$ cat src/hw/srbp_pkg.sv
package srbp_pkg;
  localparam int unsigned ADDR_W = 14;
  localparam int unsigned DATA_W = 16;
  localparam logic [13:0] ADDR_CTRL = 14'h0000;
  localparam logic [13:0] ADDR_MODE = 14'h0001;
  localparam logic [13:0] ADDR_SRST = 14'h0002;
  localparam logic [13:0] ADDR_OEN = 14'h0003;
  localparam int unsigned CTRL_BPE_BIT = 13;
  localparam int unsigned MODE_START_BIT = 0;
  localparam int unsigned MODE_PAT_LSB = 1;
  localparam int unsigned PAT_W = 3;
  localparam int unsigned SRST_PLL_BIT = 0;
  localparam int unsigned SRST_SW_BIT = 1;
  localparam int unsigned OEN_W = 9;
  localparam int unsigned NUM_CLK_OUT = 6;
  localparam int unsigned NUM_FRM_OUT = 7;
  localparam logic [15:0] CTRL_RST = 16'h0000;
  localparam logic [15:0] MODE_RST = 16'h0000;
  localparam logic [15:0] SRST_RST = 16'h0000;
  localparam logic [8:0] OEN_RST = 9'h000;
  localparam int unsigned CM_ADDR_W = 11;
  localparam int unsigned CM_DEPTH = 2048;
  localparam int unsigned FRAME_CYCLES = 5000;
  localparam int unsigned PROG_LIMIT = 2 * FRAME_CYCLES;
  typedef enum logic [1:0] {
    SRBP_IDLE = 2'b01,
    SRBP_LOAD = 2'b10
  } srbp_state_t;
endpackage

$ cat src/hw/srbp_ctrl.sv
`timescale 1ns/1ps
// Function
// RULE_01: Writing start bit one begins block programming
// RULE_02: Host keeps other mode bits unchanged
// RULE_03: Clearing start or enable aborts programming
// RULE_04: Host writes zero to unused reset bits
// RULE_05: Bit 1 holds switching blocks in reset
// RULE_06: Bit 0 holds the DPLL in reset
// RULE_07: Enable register holds nine bits, rest zero
// RULE_08: Programming finishes within two frames
// RULE_09: Pattern into low words, everything else zeroed
// RULE_10: Enable bit drives output, clear means hi-z
module srbp_ctrl (
  input wire logic clk,
  input wire logic rst,
  input wire logic ce,
  input wire logic [13:0] addr,
  input wire logic cs,
  input wire logic wr,
  input wire logic rd,
  input wire logic [15:0] wdata,
  output logic [15:0] rdata,
  input wire logic [5:0] clk_out_val,
  input wire logic [6:0] frm_out_val,
  output logic [5:0] clk_out_o,
  output logic [5:0] clk_out_oe_n,
  output logic [6:0] frm_out_o,
  output logic [6:0] frm_out_oe_n,
  output logic switch_soft_reset,
  output logic pll_soft_reset,
  output logic prog_busy,
  output logic cm_we,
  output logic [10:0] cm_addr,
  output logic [15:0] cm_low_data,
  output logic [15:0] cm_high_data
);
  logic [15:0] ctrl_q, ctrl_d, mode_q, mode_d, srst_q, srst_d;
  logic [8:0] oen_q, oen_d;
  logic [15:0] rdata_d;
  srbp_pkg::srbp_state_t st_q, st_d;
  logic [10:0] ptr_q, ptr_d;
  logic we_d;
  logic wr_en;
  logic [5:0] clk_en;
  logic [6:0] frm_en;
  logic [15:0] low_d;
  logic busy_d;
  logic [5:0] clk_oe_n_d;
  logic [6:0] frm_oe_n_d;
  logic [15:0] load_cnt_q, load_cnt_d;

  assign wr_en = cs && wr;

  always_comb begin
    ctrl_d = ctrl_q;
    mode_d = mode_q;
    srst_d = srst_q;
    oen_d = oen_q;
    rdata_d = rdata;
    if (wr_en) begin
      case (addr)
        srbp_pkg::ADDR_CTRL: ctrl_d = wdata;
        srbp_pkg::ADDR_MODE: mode_d = wdata;
        srbp_pkg::ADDR_SRST: srst_d = {14'h0000, wdata[1:0]};
        srbp_pkg::ADDR_OEN: oen_d = wdata[8:0]; // [RULE_07]
        default: ;
      endcase
    end
    if (cs && rd) begin
      case (addr)
        srbp_pkg::ADDR_CTRL: rdata_d = ctrl_q;
        srbp_pkg::ADDR_MODE: rdata_d = mode_q;
        srbp_pkg::ADDR_SRST: rdata_d = srst_q;
        srbp_pkg::ADDR_OEN: rdata_d = {7'h00, oen_q}; // [RULE_07]
        default: rdata_d = 16'h0000;
      endcase
    end
  end

  // Programming engine: one word per cycle, 2048 cycles well inside two frames
  always_comb begin
    st_d = st_q;
    ptr_d = ptr_q;
    we_d = 1'b0;
    case (st_q)
      srbp_pkg::SRBP_IDLE: begin
        // Rising edge of start with enable set begins a pass
        if (mode_d[srbp_pkg::MODE_START_BIT] &&
            !mode_q[srbp_pkg::MODE_START_BIT] &&
            ctrl_d[srbp_pkg::CTRL_BPE_BIT]) begin // [RULE_01]
          st_d = srbp_pkg::SRBP_LOAD;
          ptr_d = 11'h000;
        end
      end
      srbp_pkg::SRBP_LOAD: begin
        if (!mode_q[srbp_pkg::MODE_START_BIT] ||
            !ctrl_q[srbp_pkg::CTRL_BPE_BIT]) begin // [RULE_03]
          st_d = srbp_pkg::SRBP_IDLE;
        end else begin
          we_d = 1'b1;
          ptr_d = ptr_q + 11'h001;
          if (ptr_q == 11'(srbp_pkg::CM_DEPTH - 1)) begin // [RULE_08]
            st_d = srbp_pkg::SRBP_IDLE;
          end
        end
      end
      default: st_d = srbp_pkg::SRBP_IDLE;
    endcase
  end

  genvar g;
  generate
    for (g = 0; g < 4; g++) begin : g_cf
      assign clk_en[g] = oen_q[g];
      assign frm_en[g] = oen_q[g];
    end
  endgenerate
  assign clk_en[5:4] = oen_q[5:4];
  assign frm_en[6:4] = oen_q[8:6];

  // Output next values; the flops below only register them
  always_comb begin
    low_d = {13'h0000,
             mode_q[srbp_pkg::MODE_PAT_LSB +: srbp_pkg::PAT_W]}; // [RULE_09]
    busy_d = (st_d == srbp_pkg::SRBP_LOAD);
    clk_oe_n_d = ~clk_en; // [RULE_10]
    frm_oe_n_d = ~frm_en; // [RULE_10]
    load_cnt_d = (st_q == srbp_pkg::SRBP_LOAD) ?
                 load_cnt_q + 16'h0001 : 16'h0000;
  end

  always_ff @(posedge clk) begin
    if (rst) begin
      ctrl_q <= srbp_pkg::CTRL_RST;
      mode_q <= srbp_pkg::MODE_RST;
      srst_q <= srbp_pkg::SRST_RST;
      oen_q <= srbp_pkg::OEN_RST;
      rdata <= 16'h0000;
      st_q <= srbp_pkg::SRBP_IDLE;
      ptr_q <= 11'h000;
      cm_we <= 1'b0;
      cm_addr <= 11'h000;
      cm_low_data <= 16'h0000;
      cm_high_data <= 16'h0000;
      prog_busy <= 1'b0;
      switch_soft_reset <= 1'b0;
      pll_soft_reset <= 1'b0;
      clk_out_o <= 6'h00;
      clk_out_oe_n <= 6'h3f;
      frm_out_o <= 7'h00;
      frm_out_oe_n <= 7'h7f;
    end else if (ce) begin
      ctrl_q <= ctrl_d;
      mode_q <= mode_d;
      srst_q <= srst_d;
      oen_q <= oen_d;
      rdata <= rdata_d;
      st_q <= st_d;
      ptr_q <= ptr_d;
      cm_we <= we_d; // [RULE_03]
      cm_addr <= ptr_q;
      cm_low_data <= low_d; // [RULE_09]
      cm_high_data <= 16'h0000; // [RULE_09]
      prog_busy <= busy_d;
      switch_soft_reset <= srst_d[srbp_pkg::SRST_SW_BIT]; // [RULE_05]
      pll_soft_reset <= srst_d[srbp_pkg::SRST_PLL_BIT]; // [RULE_06]
      clk_out_o <= clk_out_val;
      frm_out_o <= frm_out_val;
      clk_out_oe_n <= clk_oe_n_d; // [RULE_10]
      frm_out_oe_n <= frm_oe_n_d; // [RULE_10]
    end
  end

  // Cycles spent loading; a pass is far shorter than two frames
  always_ff @(posedge clk) begin
    if (rst) load_cnt_q <= 16'h0000;
    else if (ce) load_cnt_q <= load_cnt_d;
  end

  sw_reset_a: assert property (@(posedge clk) disable iff (rst) // [RULE_05]
    ce && wr_en && addr == srbp_pkg::ADDR_SRST |=> switch_soft_reset ==
    $past(wdata[1])) else $error("switch reset mismatch");
  pll_reset_a: assert property (@(posedge clk) disable iff (rst) // [RULE_06]
    ce && wr_en && addr == srbp_pkg::ADDR_SRST |=> pll_soft_reset ==
    $past(wdata[0])) else $error("pll reset mismatch");
  oen_read_a: assert property (@(posedge clk) disable iff (rst) // [RULE_07]
    ce && cs && rd && !wr && addr == srbp_pkg::ADDR_OEN |=>
    rdata[15:9] == 7'h00) else $error("enable upper bits not zero");
  prog_start_a: assert property (@(posedge clk) disable iff (rst) // [RULE_01]
    ce && st_q == srbp_pkg::SRBP_IDLE && wr_en && addr ==
    srbp_pkg::ADDR_MODE && wdata[0] && !mode_q[0] && ctrl_q[13] |=>
    st_q == srbp_pkg::SRBP_LOAD) else $error("programming did not start");
  prog_abort_a: assert property (@(posedge clk) disable iff (rst) // [RULE_03]
    ce && st_q == srbp_pkg::SRBP_LOAD && !mode_q[0] |=>
    st_q == srbp_pkg::SRBP_IDLE) else $error("abort ignored");
  prog_bound_a: assert property (@(posedge clk) disable iff (rst) // [RULE_08]
    load_cnt_q <= 16'd2049) else $error("programming too long");
  cm_data_a: assert property (@(posedge clk) disable iff (rst) // [RULE_09]
    cm_we |-> cm_high_data == 16'h0000 && cm_low_data[15:3] == 13'h0000)
    else $error("memory word not cleared");
  out_hiz_a: assert property (@(posedge clk) disable iff (rst) // [RULE_10]
    ce && !oen_q[0] |=> clk_out_oe_n[0] && frm_out_oe_n[0])
    else $error("disabled output driven");
  oen_map_a: assert property (@(posedge clk) disable iff (rst) // [RULE_10]
    ce |=> clk_out_oe_n[5] == !$past(oen_q[5]) &&
    frm_out_oe_n[6] == !$past(oen_q[8])) else $error("enable map wrong");
  bpe_abort_a: assert property (@(posedge clk) disable iff (rst) // [RULE_03]
    ce && st_q == srbp_pkg::SRBP_LOAD && !ctrl_q[srbp_pkg::CTRL_BPE_BIT] |=>
    st_q == srbp_pkg::SRBP_IDLE && !cm_we) else $error("enable abort ignored");
  idle_quiet_a: assert property (@(posedge clk) disable iff (rst) // [RULE_03]
    ce && st_q == srbp_pkg::SRBP_IDLE |=> !cm_we)
    else $error("memory written while idle");
  prog_step_a: assert property (@(posedge clk) disable iff (rst) // [RULE_08]
    ce && st_q == srbp_pkg::SRBP_LOAD && mode_q[0] && ctrl_q[13] |=>
    cm_we && cm_addr == $past(ptr_q)) else $error("word not loaded");
  prog_pat_a: assert property (@(posedge clk) disable iff (rst) // [RULE_09]
    ce && st_q == srbp_pkg::SRBP_LOAD |=>
    cm_low_data[2:0] == $past(mode_q[3:1])) else $error("pattern wrong");
  srst_read_a: assert property (@(posedge clk) disable iff (rst) // [RULE_05]
    ce && cs && rd && !wr && addr == srbp_pkg::ADDR_SRST |=>
    rdata[15:2] == 14'h0000) else $error("reset upper bits not zero");
  ce_freeze_a: assert property (@(posedge clk) disable iff (rst) // [RULE_08]
    !ce |=> $stable(st_q) && $stable(ptr_q) && $stable(cm_we) &&
    $stable(oen_q)) else $error("state moved while frozen");
  prog_done_c: cover property (@(posedge clk)
    st_q == srbp_pkg::SRBP_LOAD && ptr_q == 11'h7ff);
  prog_abort_c: cover property (@(posedge clk)
    st_q == srbp_pkg::SRBP_LOAD && !mode_q[0]);
  sw_reset_c: cover property (@(posedge clk) $rose(switch_soft_reset));
  ce_freeze_c: cover property (@(posedge clk)
    st_q == srbp_pkg::SRBP_LOAD && !ce);
  bpe_abort_c: cover property (@(posedge clk)
    st_q == srbp_pkg::SRBP_LOAD && !ctrl_q[srbp_pkg::CTRL_BPE_BIT]);
endmodule

$ cat config.mk
export PLATFORM = sky130hd
export DESIGN_NAME = srbp_ctrl
export DESIGN_NICKNAME = d
export VERILOG_FILES = /design/src/hw/srbp_pkg.sv /design/src/hw/srbp_ctrl.sv
export SDC_FILE = /design/constraint.sdc
export NUM_CORES = 1
export LEC_CHECK = 0
export BUFFER_PORTS_ARGS = -buffer_cell sky130_fd_sc_hd__buf_2
export CAP_MARGIN = 10
export CELL_PAD_IN_SITES_DETAIL_PLACEMENT = 0
export CELL_PAD_IN_SITES_GLOBAL_PLACEMENT = 1
export CORE_MARGIN = 5
export CORE_UTILIZATION = 30
export DETAILED_ROUTE_END_ITERATION = 8
export MAX_ROUTING_LAYER = met4
export PLACE_DENSITY = 0.65
export SYNTH_ARGS = -nofsm -noshare
export SYNTH_HDL_FRONTEND = slang
export SYNTH_SLANG_ARGS = --single-unit
$ cat constraint.sdc
create_clock -name clk -period 2.2 [get_ports clk]
set_input_delay 0.22 -clock clk [delete_from_list [all_inputs] [get_ports clk]]
set_output_delay 0.22 -clock clk [all_outputs]
set_load 0.02 [all_outputs]
# Word level (Yosys, flattened, before mapping)
# Cells that the tools add are included.
dict set report classes {
  addsub 1
  muxes 16
  n_reduce_logical 14
  bitwise 2
  eq_ne 9
}
# operator count
set ops {}
lappend ops {{16-bit one-hot mux with 4 select lines} 1}
lappend ops {{14-bit by 2-bit equality test with 1-bit output (second input constant)} 2}
lappend ops {{14-bit 2-to-1 mux} 2}
lappend ops {{11-bit 2-to-1 mux} 2}
lappend ops {{11-bit one-hot mux with 2 select lines} 1}
lappend ops {{14-bit by 1-bit equality test with 1-bit output (second input constant)} 1}
lappend ops {{14-bit logical NOT} 1}
lappend ops {{11-bit by 1-bit adder with 11-bit output (second input constant)} 1}
lappend ops {{11-bit equality test (second input constant)} 1}
lappend ops {{2-bit 2-to-1 mux} 5}
lappend ops {{3-bit AND reduction} 3}
lappend ops {{7-bit inverter} 1}
lappend ops {{6-bit inverter} 1}
lappend ops {{2-bit equality test (second input constant)} 2}
lappend ops {{1-bit logical AND} 4}
lappend ops {{1-bit 2-to-1 mux} 4}
lappend ops {{2-bit inequality test (second input constant)} 2}
lappend ops {{2-bit one-hot mux with 2 select lines} 1}
lappend ops {{4-bit AND reduction} 1}
lappend ops {{2-bit by 1-bit equality test with 1-bit output (second input constant)} 1}
lappend ops {{1-bit logical NOT} 2}
lappend ops {{2-bit AND reduction} 1}
lappend ops {{2-bit nonzero test} 1}
lappend ops {{1-bit logical OR} 1}
dict set report word_totals {
  regBits 116
  elab_cells 61
  output_inout_bits 89
  in_bits 49
}

# Longest topological paths before layout
dict set report depth {
  word_depth 8
  mapped_depth 9
  ltp_nobuf 7
}

# Worst setup path before layout
# Ideal clock, no wire load.
dict set report synth_timing {
  kind {register to register}
  from {register st_q[0]}
  to {register ptr_q[10]}
  setup_slack_ps 127
  setup_ps 70
  t_required_ps 2130
  n_path_buf 1
  period_less_slack_ps 2073
  path_stages_with_launch 9
  arrival_ps 2002
  path_cell_list {dfxtp_1 inv_1 ha_1 nand2b_2 nor4_4 a21oi_2 buf_6 or4_1 a21oi_1}
}
dict set report synth_between {
  elab_chain_len 3
  word_cells_on_any_way 7
  cone_classes {eq/ne (4); mux (1); reduce/logical (2)}
}
# element line_no
set synth_rtl {}
lappend synth_rtl {{start: declaration} srbp_ctrl.sv:40} ;# srbp_pkg::srbp_state_t st_q, st_d;
lappend synth_rtl {{start signal: assignment} srbp_ctrl.sv:139} ;# st_q <= srbp_pkg::SRBP_IDLE;
lappend synth_rtl {{start signal: assignment} srbp_ctrl.sv:158} ;# st_q <= st_d;
lappend synth_rtl {{2-bit equality test / 2-bit by 1-bit equality test with 1-bit output (equally long branches)} srbp_ctrl.sv:85} ;# case (st_q)
lappend synth_rtl {{2-bit inequality test (no source line) / 2-bit nonzero test (equally long branches)} n/a}
lappend synth_rtl {{4-bit AND reduction (no source line)} n/a}
lappend synth_rtl {{end signal: assignment} srbp_ctrl.sv:159} ;# ptr_q <= ptr_d;
lappend synth_rtl {{end: declaration} srbp_ctrl.sv:41} ;# logic [10:0] ptr_q, ptr_d;
# Parallel ways exist; a longest one is shown, timed or not.
# A chain may end at the register's enable or synchronous reset.

# Worst setup path after layout
dict set report layout_timing {
  from {register st_q[0]}
  to {register ptr_q[4]}
}
# The elaborated chain is that of the path after synthesis.

==> impl_table.tex <==
\begin{tabular}{lr}
\hline
Metric & Value \\
\hline
\multicolumn{2}{l}{\textbf{Synthesis}} \\
Seq cells post-synth & 110 \\
Number of flops mapped to enable cells by yosys & 0 \\
Synth Cell Area & 0.00479 sq mm \\
Syn\_area\_per\_cell & 8.67 sq um \\
Post-synthesis cell count & 553 \\
Distinct cell type count after synthesis & 44 \\
Number of warnings issued by yosys & 0 \\
Register area share after synthesis & 45.9\% \\
Async SR Flop Fraction & 0\% \\
Predominant post-synthesis flop cell & dfxtp\_1 \\
\multicolumn{2}{l}{\textbf{Floorplanning}} \\
Floorplan die area & 0.0186 sq mm \\
Horiz. Die Dim & 136 um \\
Starting density of the core & 30.4\% \\
Core area & 0.0158 sq mm \\
Vertical die dimension & 136 um \\
Site row count & 46 \\
Number of ports placed on the die boundary & 138 \\
\multicolumn{2}{l}{\textbf{Detailed routing}} \\
Average detailed-routed wire length per instance & 14.8 um \\
Drt first-iter violations & 313 \\
Number of detailed-routing iterations run before antenna repair & 5 \\
Number of design rule violations left after detail routing & 0 \\
Overall routed net length & 12900 um \\
Via total after detailed routing & 4090 \\
Average vias per placed instance & 4.70 \\
Antenna-violating nets left & 0 \\
\multicolumn{2}{l}{\textbf{Critical path}} \\
Crit path cell chain & inv\_2 -> ha\_4 -> nand2b\_4 -> buf\_4 -> a211oi\_2 -> a21oi\_4 -> buf\_4 -> or3\_1 -> a21oi\_2 \\
Reg2Reg Depth & 9 \\
Worst-path maximum fanout & 14 \\
Arrival time at the worst endpoint & 2.36 ns \\
Slowest stage delay, CP & 0.37 ns \\
CP Data Required Time & 2.49 ns \\
Worst Setup End Kind & register \\
Cell type of the slowest stage on the worst timing path & or3\_1 \\
R2R setup slack & 0.13 ns \\
CP startpoint kind & register \\
Endpoint of the worst-slack reg-to-reg timing path & ptr\_q[4] \\
Type of the worst setup path & reg2reg \\
Most frequent cell on the critical path & buf\_4 \\
Worst flop-to-flop path startpoint & st\_q[0] \\
\multicolumn{2}{l}{\textbf{Worst hold path}} \\
Worst min path class & in2reg \\
Cell depth of the worst hold path & 3 \\
Worst min-delay path endpoint & clk\_out\_o[5] \\
Start point of the worst hold path & clk\_out\_val[5] \\
\multicolumn{2}{l}{\textbf{Global routing}} \\
Antenna violations before repair & 1 \\
Total Routing Usage GR & 14.2\% \\
Global-route wire length before repair & 19900 um \\
Largest net degree at the start of global routing & 90 \\
Via count of the first global-routing pass & 3710 \\
Global-route congestion overflow total & 0 \\
\multicolumn{2}{l}{\textbf{Layout}} \\
Final net count & 702 \\
Fraction of layout cells with a size suffix above 1 & 25.2\% \\
Fill cells & 1647 \\
Summed area of non-filler cells in the final layout & 0.00585 sq mm \\
Growth of design area from synthesis to finish & 22.0\% \\
Utilization after layout & 37.1\% \\
\multicolumn{2}{l}{\textbf{Outcome}} \\
Outcome & complete, no violations \\
\multicolumn{2}{l}{\textbf{Timing}} \\
Maximum clock frequency & 484 MHz \\
Worst-Margin Slew & 0.687 ns \\
Final hold violation count & 0 \\
Slack of the critical path & 0.134 ns \\
\# setup viols final & 0 \\
Rel. slew slack & 54.1\% \\
Number of slew-limit violations in the final report & 0 \\
Final period util & 93.9\% \\
Clock skew & 0.00856 ns \\
Post-route minimum period & 2.07 ns \\
\multicolumn{2}{l}{\textbf{CTS}} \\
TritonCTS clock tree & yes \\
Clk sink count & 110 \\
Clock input transition at the sequential cells of the worst setup and hold paths & 0.07 ns \\
Root buffer cell & clkbuf\_16 \\
Total CTS buffers & 9 \\
H-tree depth & 3 \\
Worst-skew pair later-pin latency & 0.36 ns \\
Largest buffer count on any clock path & 2 \\
\multicolumn{2}{l}{\textbf{Placement}} \\
HPWL after detailed placement & 8870 um \\
Count of input and output buffers & 108 \\
Post-placement cell area & 0.00546 sq mm \\
Last weighted congestion value of the routability-driven placer & 0.744 \\
Place WS & -0.0257 ns \\
\multicolumn{2}{l}{\textbf{Pwr}} \\
Peak ir drop on the vdd network & 0.000396 V \\
Static Leakage & 0.00232 uW \\
Power per Cell Area & 696 mW/mm\^{}2 \\
\multicolumn{2}{l}{\textbf{Run}} \\
Number of max-capacitance violations reported & 0 \\
\hline
\end{tabular}
==> cell usage after synthesis (all sizes together) (2+ instances only) <==
library cell / instances / share of area [%]
dfxtp: 110 / 46
nand2: 93 / 7.3
nor2: 68 / 5.3
a21oi: 54 / 5.7
buf: 46 / 6.6
mux2i: 45 / 9.4
clkbuf: 22 / 1.7
a22oi: 14 / 2.2
o21ai: 13 / 1.4
nor3: 11 / 1.3
nand3: 9 / 0.94
mux2: 7 / 1.6
o31ai: 7 / 1.1
inv: 6 / 0.47
nor4: 6 / 1.6
or4: 6 / 0.94
nand2b: 4 / 0.57
nand4: 4 / 0.52
ha: 3 / 0.78
o21a: 3 / 0.47
or3: 3 / 0.39
a21boi: 2 / 0.31
and2: 2 / 0.26
and4: 2 / 0.42
mux4: 2 / 0.94
nor3b: 2 / 0.31
==> sequential cells by signal, summed over array words and instances, names as in the netlist <==
signal,count
clk_out_o,6
clk_out_oe_n,6
cm_addr,11
cm_low_data,3
cm_we,1
ctrl_q,16
frm_out_o,7
frm_out_oe_n,3
mode_q,16
oen_q,9
prog_busy,1
ptr_q,11
rdata,16
srst_q,1
st_q,2
switch_soft_reset,1
==> layout make-up <==
cell class | instances | area (sq um) | share of cell area, %
multi-input cells | 397 | 2310 | 39.5
well taps | 216 | 270 | 4.62
diodes | 1 | 2.50 | 0.0428
flip-flops and latches | 110 | 2200 | 37.7
inverters | 6 | 22.5 | 0.385
clock inverters | 3 | 67.6 | 1.16
clock buffers | 12 | 256 | 4.39
repair buffers | 126 | 713 | 12.2
==> layer usage <==
layer	GRT usage [%]	up-vias	wire length, um
li1	-	2025	-
met1	18.5	1911	5860
met2	21.4	141	5920
met3	3.18	13	880
met4	5.38	0	211
met5	-	-	0
==> cell families (layout without fill, tap and decap cells) <==
family	Yosys count	in the layout	synth area share, %
buffers and inverters	74	147	8.82
adders and majority gates	3	3	0.783
other	1	30	0.0782
muxes	54	54	12.0
AOI/OAI and AO/OA	100	100	12.4
and+or+nand+nor	211	211	20.0
DFF	110	110	45.9
==> per-stage QoR <==
step | std cells | hold slack [ns] | TNS [ns] | power, uW
finish | 871 | 0.0990 | 0 | 4070
global route | 871 | 0.0975 | -0.00772 | 4250
CTS | 867 | 0.0868 | 0 | 4130
detailed placement | 852 | 0.445 | -0.0257 | 2320
global placement | 852 | 0.439 | 0 | 2320
floorplan | 581 | 0.356 | 0 | 2260
==> worst max-delay path: cells and delay by family, from the launching register on <==
kind            cells  cell delay (ns)
compound gates      3             0.54
simple gates        2             0.53
buf+inv             3             0.39
flops               1             0.34
fa+ha+maj           1             0.20
==> how the worst max path moves through the flow <==
| stage | endpoint | slack (ns) | cells after the start | from |
|---|---|---|---|---|
| global route | ptr_q[4] | -0.008 | 8 | st_q[0] |
| detailed placement | ptr_q[4] | -0.03 | 8 | st_q[0] |
| global placement | ptr_q[7] | 0.11 | 7 | st_q[0] |
| CTS | ptr_q[4] | 0.04 | 8 | st_q[0] |
| floorplan | ptr_q[10] | 0.13 | 8 | st_q[0] |
| finish | ptr_q[4] | 0.13 | 9 | st_q[0] |
==> report_power, final <==
part | switching, uW | internal (uW)
logic | 187 | 83.5
clock network | 739 | 1060
registers | 5.53 | 2000
total | 932 | 3140
==> what timing repair did <==
| item | in CTS | in global routing |
|---|---|---|
| pin swaps | 1 | 7 |
| endpoints found under the setup margin | 3 | 5 |
| cloned | 0 | 0 |
| endpoints found under the hold margin | 0 | 0 |
| buffers inserted | 0 | 4 |
| hold buffers | 0 | 0 |
| gates resized for setup | 2 | 6 |
==> cells in the final DEF, fill, tap and decap left out, drive strengths merged, types with 4 or more instances in the layout <==
| master | n |
|---|---|
| nand3 | 9 |
| nor2 | 68 |
| mux2 | 7 |
| conb | 29 |
| nor4 | 6 |
| nand4 | 4 |
| nand2b | 4 |
| a22oi | 14 |
| dfxtp | 110 |
| o21ai | 13 |
| clkbuf | 12 |
| nor3 | 11 |
| nand2 | 93 |
| o31ai | 7 |
| buf | 126 |
| a21oi | 54 |
| mux2i | 45 |
| inv | 6 |
| or4 | 6 |
(Power assumes the default switching activity.)
